`config.mk`:
```
export PLATFORM = sky130hd
export DESIGN_NAME = rmc_ctrl_word
export DESIGN_NICKNAME = d
export VERILOG_FILES = /design/src/design/rmc_pkg.sv /design/src/design/rmc_ctrl_word.sv
export SDC_FILE = /design/constraint.sdc
export NUM_CORES = 1
export LEC_CHECK = 0
export ABC_AREA = 1
export BUFFER_PORTS_ARGS = -buffer_cell sky130_fd_sc_hd__buf_2
export CAP_MARGIN = 20
export CORE_ASPECT_RATIO = 1.5
export CORE_MARGIN = 1.5
export CORE_UTILIZATION = 49
export CTS_BUF_LIST = sky130_fd_sc_hd__clkbuf_16
export DETAILED_ROUTE_END_ITERATION = 10
export PLACE_DENSITY = 0.85
export SLEW_MARGIN = 20
export SYNTH_ARGS = -nofsm -noshare
export SYNTH_HDL_FRONTEND = slang
export SYNTH_SLANG_ARGS = --single-unit
```
`constraint.sdc`:
```
create_clock -name pclk -period 1.7 [get_ports pclk]
set_input_delay 0.34 -clock pclk [delete_from_list [all_inputs] [get_ports pclk]]
set_output_delay 0.34 -clock pclk [all_outputs]
set_load 0.05 [all_outputs]
```
`src/design/rmc_pkg.sv`:
```
package rmc_pkg;

  localparam int unsigned RMC_ADDR_W = 8;

  // register byte offsets
  localparam logic [7:0] RMC_OFS_CTRL = 8'h00;
  localparam logic [7:0] RMC_OFS_CFG = 8'h04;
  localparam logic [7:0] RMC_OFS_STAT = 8'h08;
  localparam logic [7:0] RMC_OFS_MASK = 8'h0c;
  localparam logic [7:0] RMC_OFS_LOG = 8'h10;

  // control word fields
  localparam int unsigned RMC_B_IRQ_ANY = 14;
  localparam int unsigned RMC_B_IRQ_BC = 13;
  localparam int unsigned RMC_B_BUSY = 12;
  localparam int unsigned RMC_B_ACC = 11;
  localparam int unsigned RMC_B_SEL = 10;
  localparam int unsigned RMC_B_STOPP = 3;
  localparam int unsigned RMC_B_PPEN = 2;
  localparam logic [15:0] RMC_CTRL_WMASK_RUN = 16'hf008;
  localparam logic [15:0] RMC_CTRL_WMASK_IDLE = 16'hf00c;
  localparam logic [15:0] RMC_CTRL_RST = 16'h0000;

  // configuration register fields
  localparam int unsigned RMC_C_BCINV = 0;
  localparam int unsigned RMC_C_SUPP = 1;
  localparam int unsigned RMC_C_EN_ANY = 2;
  localparam int unsigned RMC_C_EN_BC = 3;
  localparam int unsigned RMC_C_EXEC = 4;
  localparam int unsigned RMC_C_PP = 5;
  localparam int unsigned RMC_C_SWRST = 6;
  localparam logic [6:0] RMC_CFG_WMASK = 7'h3f;
  localparam logic [6:0] RMC_CFG_RST = 7'h00;

  // event bits of status, mask and log
  localparam int unsigned RMC_E_ANY = 0;
  localparam int unsigned RMC_E_BC = 1;
  localparam logic [1:0] RMC_EV_RST = 2'h0;
  localparam logic [7:0] RMC_LOG_RST = 8'h00;

  // command decode
  localparam logic [4:0] RMC_SA_MODE_LO = 5'h00;
  localparam logic [4:0] RMC_SA_MODE_HI = 5'h1f;
  localparam logic [4:0] RMC_BCAST_ADDR = 5'h1f;
  localparam logic [4:0] RMC_MC_DATA_MIN = 5'h10;

  typedef struct packed {
    logic done;
    logic valid;
    logic illegal;
    logic error;
    logic tr;
    logic [4:0] rt_addr;
    logic [4:0] subaddr;
    logic [4:0] mode_code;
  } rmc_msg_t;

  typedef struct packed {
    logic [15:0] ctrl;
    logic [6:0] cfg;
    logic [1:0] stat;
    logic [1:0] mask;
    logic [7:0] log_cnt;
    logic [1:0] log_last;
    logic [31:0] prdata;
    logic pready;
    logic pslverr;
    logic irq;
    logic store_en;
    logic busy_resp;
    logic buf_b;
  } rmc_state_t;

endpackage

```
`src/design/rmc_ctrl_word.sv`:
```
module rmc_ctrl_word (
  input wire logic pclk,
  input wire logic presetn,
  input wire logic psel,
  input wire logic penable,
  input wire logic pwrite,
  input wire logic [rmc_pkg::RMC_ADDR_W-1:0] paddr,
  input wire logic [31:0] pwdata,
  output logic [31:0] prdata,
  output logic pready,
  output logic pslverr,
  input wire rmc_pkg::rmc_msg_t msg,
  output logic irq,
  output logic busy_resp,
  output logic store_data_en,
  output logic buf_select_b
);

  rmc_pkg::rmc_state_t st_reg;
  rmc_pkg::rmc_state_t st_next;

  logic rx_mode;
  logic cmd_ok;
  logic bcast;
  logic ev_any;
  logic ev_bc;
  logic toggle;
  logic bus_acc;
  logic wr_ctrl;
  logic wr_cfg;
  logic rd_ctrl;
  logic rd_stat;
  logic [15:0] wmask;

  // read data and a hit flag for one address
  function automatic logic [32:0] rd_mux(input logic [7:0] a, input rmc_pkg::rmc_state_t s);
    logic [32:0] r;
    r = {1'b1, 32'h0000_0000};
    case (a)
      rmc_pkg::RMC_OFS_CTRL: r = {1'b1, 16'h0000, s.ctrl};
      rmc_pkg::RMC_OFS_CFG: r = {1'b1, 25'h000_0000, s.cfg};
      rmc_pkg::RMC_OFS_STAT: r = {1'b1, 30'h0000_0000, s.stat};
      rmc_pkg::RMC_OFS_MASK: r = {1'b1, 30'h0000_0000, s.mask};
      rmc_pkg::RMC_OFS_LOG: r = {1'b1, 16'h0000, s.log_cnt, 6'h00, s.log_last};
      default: r = {1'b0, 32'h0000_0000};
    endcase
    return r;
  endfunction

  always_comb begin
    logic [32:0] rd;
    rd = rd_mux(paddr, st_reg);
    st_next = st_reg;
    st_next.pready = 1'b0;
    st_next.pslverr = 1'b0;
    st_next.store_en = 1'b0;

    // receive mode commands only, and only while the terminal executes
    rx_mode = msg.done && !msg.tr && st_reg.cfg[rmc_pkg::RMC_C_EXEC] &&
      (msg.subaddr == rmc_pkg::RMC_SA_MODE_LO || msg.subaddr == rmc_pkg::RMC_SA_MODE_HI);
    bcast = msg.rt_addr == rmc_pkg::RMC_BCAST_ADDR;
    cmd_ok = rx_mode && msg.valid && !(bcast && st_reg.cfg[rmc_pkg::RMC_C_BCINV]);
    ev_any = cmd_ok && st_reg.ctrl[rmc_pkg::RMC_B_IRQ_ANY] &&
      st_reg.cfg[rmc_pkg::RMC_C_EN_ANY];
    ev_bc = cmd_ok && bcast && st_reg.ctrl[rmc_pkg::RMC_B_IRQ_BC] &&
      st_reg.cfg[rmc_pkg::RMC_C_EN_BC];
    // busy and, with suppression on, illegal messages leave the selector alone
    toggle = cmd_ok && st_reg.cfg[rmc_pkg::RMC_C_PP] && !msg.error &&
      !st_reg.ctrl[rmc_pkg::RMC_B_BUSY] &&
      !(msg.illegal && st_reg.cfg[rmc_pkg::RMC_C_SUPP]);

    // one wait state so that read data comes from a flip-flop
    bus_acc = psel && penable && !st_reg.pready;
    wr_ctrl = bus_acc && pwrite && paddr == rmc_pkg::RMC_OFS_CTRL;
    wr_cfg = bus_acc && pwrite && paddr == rmc_pkg::RMC_OFS_CFG;
    rd_ctrl = bus_acc && !pwrite && paddr == rmc_pkg::RMC_OFS_CTRL;
    rd_stat = bus_acc && !pwrite && paddr == rmc_pkg::RMC_OFS_STAT;
    // ping-pong enable is frozen while executing
    wmask = st_reg.cfg[rmc_pkg::RMC_C_EXEC] ? rmc_pkg::RMC_CTRL_WMASK_RUN
      : rmc_pkg::RMC_CTRL_WMASK_IDLE;

    if (bus_acc) begin
      st_next.pready = 1'b1;
      st_next.pslverr = !rd[32];
      st_next.prdata = pwrite ? 32'h0000_0000 : rd[31:0];
    end
    if (wr_ctrl) begin
      st_next.ctrl = (st_reg.ctrl & ~wmask) | (pwdata[15:0] & wmask);
    end
    if (wr_cfg) begin
      st_next.cfg = pwdata[6:0] & rmc_pkg::RMC_CFG_WMASK;
      if (pwdata[rmc_pkg::RMC_C_SWRST]) begin
        st_next.ctrl[rmc_pkg::RMC_B_ACC] = 1'b0;
        st_next.ctrl[rmc_pkg::RMC_B_SEL] = 1'b0;
      end
    end
    if (bus_acc && pwrite && paddr == rmc_pkg::RMC_OFS_MASK) begin
      st_next.mask = pwdata[1:0];
    end
    if (rd_ctrl) begin
      st_next.ctrl[rmc_pkg::RMC_B_ACC] = 1'b0;
    end
    if (rd_stat) begin
      st_next.stat = rmc_pkg::RMC_EV_RST;
    end

    // hardware updates come last so a same-cycle set beats a clear
    if (cmd_ok) begin
      st_next.ctrl[rmc_pkg::RMC_B_ACC] = 1'b1;
      st_next.store_en = !st_reg.ctrl[rmc_pkg::RMC_B_BUSY] &&
        msg.mode_code >= rmc_pkg::RMC_MC_DATA_MIN;
    end
    if (toggle) begin
      st_next.ctrl[rmc_pkg::RMC_B_SEL] = !st_reg.ctrl[rmc_pkg::RMC_B_SEL];
    end
    if (ev_any || ev_bc) begin
      st_next.stat[rmc_pkg::RMC_E_ANY] = st_next.stat[rmc_pkg::RMC_E_ANY] | ev_any;
      st_next.stat[rmc_pkg::RMC_E_BC] = st_next.stat[rmc_pkg::RMC_E_BC] | ev_bc;
      // log wraps; software sees the count of entries and the latest cause
      st_next.log_cnt = st_reg.log_cnt + 8'h01;
      st_next.log_last = {ev_bc, ev_any};
    end

    st_next.irq = |(st_next.stat & st_next.mask);
    st_next.busy_resp = st_next.ctrl[rmc_pkg::RMC_B_BUSY];
    // indexed buffering always uses pointer A
    st_next.buf_b = st_next.ctrl[rmc_pkg::RMC_B_SEL] && st_next.cfg[rmc_pkg::RMC_C_PP];
  end

  always_ff @(posedge pclk or negedge presetn) begin
    if (!presetn) begin
      st_reg <= '0;
      st_reg.ctrl <= rmc_pkg::RMC_CTRL_RST;
      st_reg.cfg <= rmc_pkg::RMC_CFG_RST;
      st_reg.stat <= rmc_pkg::RMC_EV_RST;
      st_reg.mask <= rmc_pkg::RMC_EV_RST;
      st_reg.log_cnt <= rmc_pkg::RMC_LOG_RST;
    end else begin
      st_reg <= st_next;
    end
  end

  assign prdata = st_reg.prdata;
  assign pready = st_reg.pready;
  assign pslverr = st_reg.pslverr;
  assign irq = st_reg.irq;
  assign busy_resp = st_reg.busy_resp;
  assign store_data_en = st_reg.store_en;
  assign buf_select_b = st_reg.buf_b;
endmodule

```
# == After elaboration in Yosys (flattened, before gate mapping) ==
# Cells that the tools add are included.
# W data, S select, Z words.
# totals
register_bits,74
in_bits,65
word_cells,86
# classes
addsub,1
n_lt_le_gt_ge,1
eq_ne,6
mux,15
bitwise,7
reduce_logical,41
# op_table
cell,count
$pmux W33 S5,1
$and A16 B16 Y16,2
$mux W32,1
$logic_and A1 B1 Y1,27
$eq A8 B4 Y1 const B,2
$not A16 Y16,1
$or A16 B16 Y16,1
$mux W13,1
$mux W2,6
$eq A5 B5 Y1 const B,2
$logic_not A1 Y1,9
$add A8 B1 Y8 const B,1
$eq A8 B3 Y1 const B,1
$eq A8 B5 Y1 const B,1
$logic_not A8 Y1,1
$mux W6,1
$ge A5 B5 Y1 const B,1
$logic_not A5 Y1,1
$mux W1,4
$mux W3,1
$and A2 B2 Y2,1
$logic_or A1 B1 Y1,2
$or A1 B1 Y1,2
$reduce_or A2 Y1,1

# == Logic depth before layout (Yosys ltp) ==
# logic_depth
depth_word,13
ltp_mapped,9
mapped_depth_nobuf,9

# == Worst setup path after synthesis ==
# No wires, ideal clock.
# synth_path
path_kind,reg2reg
from,"register st_reg, in the netlist pready"
to,"register st_reg, in the netlist buf_select_b"
setup_ns,0.119
t_arrival_ns,1.356
required_time_ns,1.581
path_slack_ns,0.224
stages_incl_launch_ff,8
path_buffers,1
synth_period_minus_slack_ns,1.476
path_cell_list,dfrtp_1 -> nor2_4 -> inv_4 -> nor2_8 -> nand2_4 -> buf_6 -> o21ai_2 -> nor2_1
# synth_rtl
element,line_no,source
start: declaration,rmc_ctrl_word.sv:19,rmc_pkg::rmc_state_t st_reg;
start signal: assignment,rmc_ctrl_word.sv:139,st_reg <= st_next;

# == Worst setup path in the final report ==
# layout_path
from,"register st_reg, in the netlist pready"
to,"register st_reg, in the netlist prdata[11]"
# layout_via
elab_chain_len,2
# layout_lines
element,line_no,source
$logic_not A1 Y1,rmc_ctrl_word.sv:73,bus_acc = psel && penable && !st_reg.pready;
$logic_and A1 B1 Y1,rmc_ctrl_word.sv:73,
net bus_acc,rmc_ctrl_word.sv:28,logic bus_acc;
# The timed path passes the listed nets, and every way through them passes these cells.
# A chain may end at the register's enable or synchronous reset.

==> results.md <==
* Status: finished clean
* Synthesized area at 0.00270 mm²
* Die area at between 0.005 and 0.006 mm²
* Reg2reg start: pready
* Post-synthesis sequential area ratio at a little over two fifths
* Total wire length at slightly below 6000 µm
* Startpoint types: flip-flop
* Filler cell count at ~470
* Post-synth EDFFs at 0
* Gr usage total at between 20% and 30%
* Peak Freq at a little under 0.7 GHz
* Max FO, Critical Path at 17
* Worst path bufs/invs at 2
* Yosys cell types at 35
* CTS resizes at 0
* Power Total at 2.32 mW
* WHS Endpoint: st_reg[57]
* WHS Path Cells at 3
* Setup Crit Path Kind: reg -> reg
* Register bit count reported by yosys at between 40 and 50
* CP max stage cell: dfrtp_1
* R2r endpoint: prdata[11]
* CTS hold repair buffers at 1
* TritonRoute pass-1 iters at 4
* Global-route wire length before repair at just under 10000 µm
* Min Tclk post-route at approximately 1.5 ns
* Htree depth at 2
* Max-Cap Viols at 0
* Synth Flop Type: dfrtp_1
* Boundary pin count at ~100
* Sequential cell area at 0.00118 mm²
* Slew Limit Fails at 0
* Clk_lat worst skew at slightly below 0.3 ns
* Die height at 93.9 µm
* I/O Buffers at between 50 and 60
* Leading post-synthesis cells by cell area: dfrtp_1 44%, nand2_1 14%, buf_4 8.9%
* Final cycle utilization of the critical path at approximately 87%
* CTS tree: done
* Crit-path max cell delay at ~0.40 ns
* Area Overhead vs Synth at 13.9%
* Layout cells sized above 1 at about a quarter
* Max reg flops at 27
* Vias in the first global route at between 2000 and 2500
* Number of post-CTS setup repair buffers at 0
* RSZ-0062 raised after global routing: no
* Hold Slack at approximately 0.28 ns
* Placed Cells at between 400 and 500
* DR vias at 2201
* Post-DP HPWL at around 4600 µm
* Leakage at between 1.5 and 2 nW
* Antenna viol nets, final at 0
* Starting density of the core at ~50%
* RePlAce Congestion at between 0.8 and 0.9
* Largest vdd supply drop at between 0.0005 and 0.0006 V
* Initial antenna violation count at 0
* Total negative slack at 0 ns
* Finished Layout Cells at between 400 and 500
* Avg WL per Cell at around 13 µm
* Setup WS post-layout at between 0.2 and 0.25 ns
* Synth top area share at 43.6%
* Hold Fails Final Rpt at 0
* DRC Markers at 0
* Post-Synthesis Cells at approximately 320
* Root Buffer: clkbuf_16
* Drt via density at between 4 and 5
* Worst EP required at roughly 1.9 ns
* CTS clk-pin slew, worst paths at around 0.060 ns
* Asr flop ratio synth at between 90% and 100%
* PD cells at around 760 mW/mm²
* Worst-case reg-to-reg path depth at 7
* Largest net degree at the start of global routing at 35
* CP Data Arrival Time at roughly 1.7 ns
* Post-Syn Area per Cell at about 8.4 µm²
* Gr ovfl total at 0
* Final setup fails at 0
* CP Capture Type: flip-flop
* CTS max path bufs at 2
* Min-Delay Startpoint: pwdata[5]
* Most common cell after layout, fill and taps aside: nand2_1
* Ys Warns at 0
* Yosys top cell by area: dfrtp_1
* Critical Path, Cell by Cell: nor2_4 -> inv_4 -> nor2_4 -> nand2_1 -> inv_1 -> nand2_1 -> nand3_1
* Clock Sink Count at 47
* Nets at between 400 and 500
* Largest delay share family, worst path: simple AND/OR/NAND/NOR gates
* Worst Skew at around 0.0054 ns
* TritonCTS buffer count at 5
* Rows at 32
* Area of the multi-input gates at roughly 0.0012 mm²
* Internal reg-to-reg setup slack at between 0.2 and 0.25 ns
* Hold Crit Class: in -> reg
* Core area at around 0.0052 mm²
* Antenna diodes at 0
* Initial drt markers at between 100 and 150
* Most frequent cells in the layout: 102 x nand2_1, 59 x buf_2, 47 x dfrtp_1
* Pre-CTS setup slack at between 0.1 and 0.15 ns
* Die W at 63.6 µm
==> per-layer routing <==
metal / wire, µm / GRT usage (%) / vias up
met1: 2080 / 22.5 / 1021
met3: 255 / 3.96 / 15
met2: 3330 / 40.8 / 69
met4: 174 / 10.1 / 0
met5: 0 / 0 / -
li1: - / - / 1096
==> power by group <==
part | internal, mW | switching [mW] | leakage, nW
Clock | 0.529 | 0.390 | 0.0701
Sequential | 1.13 | 0.00803 | 0.630
Combinational | 0.0637 | 0.202 | 1.05
==> worst max path at each step <==
stage	from	end	slack [ns]	cells past startpoint
final	pready	prdata[11]	0.22	7
after CTS	pready	prdata[11]	0.21	7
after floorplan	pready	buf_select_b	0.22	7
after global placement	psel	prdata[1]	0.18	9
after detailed placement	paddr[5]	prdata[13]	0.14	8
after global routing	pready	prdata[13]	0.12	7
==> through the flow <==
step / utilization (%) / instance area, µm²
6_report: 58.6 / 3070
5_1_grt: 58.6 / 3070
4_1_cts: 58.6 / 3070
3_5_place_dp: 55.8 / 2930
3_3_place_gp: 55.8 / 2930
2_1_floorplan: - / 2760
==> kinds of logic after synthesis <==
| family | count (synthesis) | share of synthesized area, % |
|---|---|---|
| and+or+nand+nor | 177 | 33.3 |
| buffers and inverters | 65 | 13.9 |
| DFF | 47 | 43.6 |
| AOI/OAI and AO/OA | 28 | 7.37 |
| xor gates and xnor gates | 4 | 1.30 |
| adders and majority gates | 1 | 0.463 |
| other | 1 | 0.139 |
==> synth_stat cells (2+ instances only) <==
cell	n
nand2_1	102
dfrtp_1	47
buf_4	32
inv_1	27
nand3_1	25
nor2_1	14
o211ai_1	10
nand4_1	8
nor2_4	7
nand2_2	5
a21oi_1	4
nand3_2	4
o21ai_0	4
o21ai_2	4
o21ai_1	3
xor2_1	3
a22o_1	2
clkbuf_1	2
nor2_2	2
nor2_8	2
nor3_4	2
==> cell type report <==
type | instances | area share [%]
multi-input combinational | 228 | 39.5
sequential | 47 | 38.3
timing repair buffer | 64 | 11.3
clock buffer | 5 | 4.07
inverter | 30 | 3.74
tap | 68 | 2.77
clock inverter | 3 | 0.366
==> worst reg2reg max path, stage by stage (launching register included) <==
cell     delay [ns]
dfrtp_1        0.40
nor2_4         0.16
inv_4          0.12
nor2_4         0.20
nand2_1        0.19
inv_1          0.16
nand2_1        0.07
nand3_1        0.10
Power figures use the tool's default switching activity.
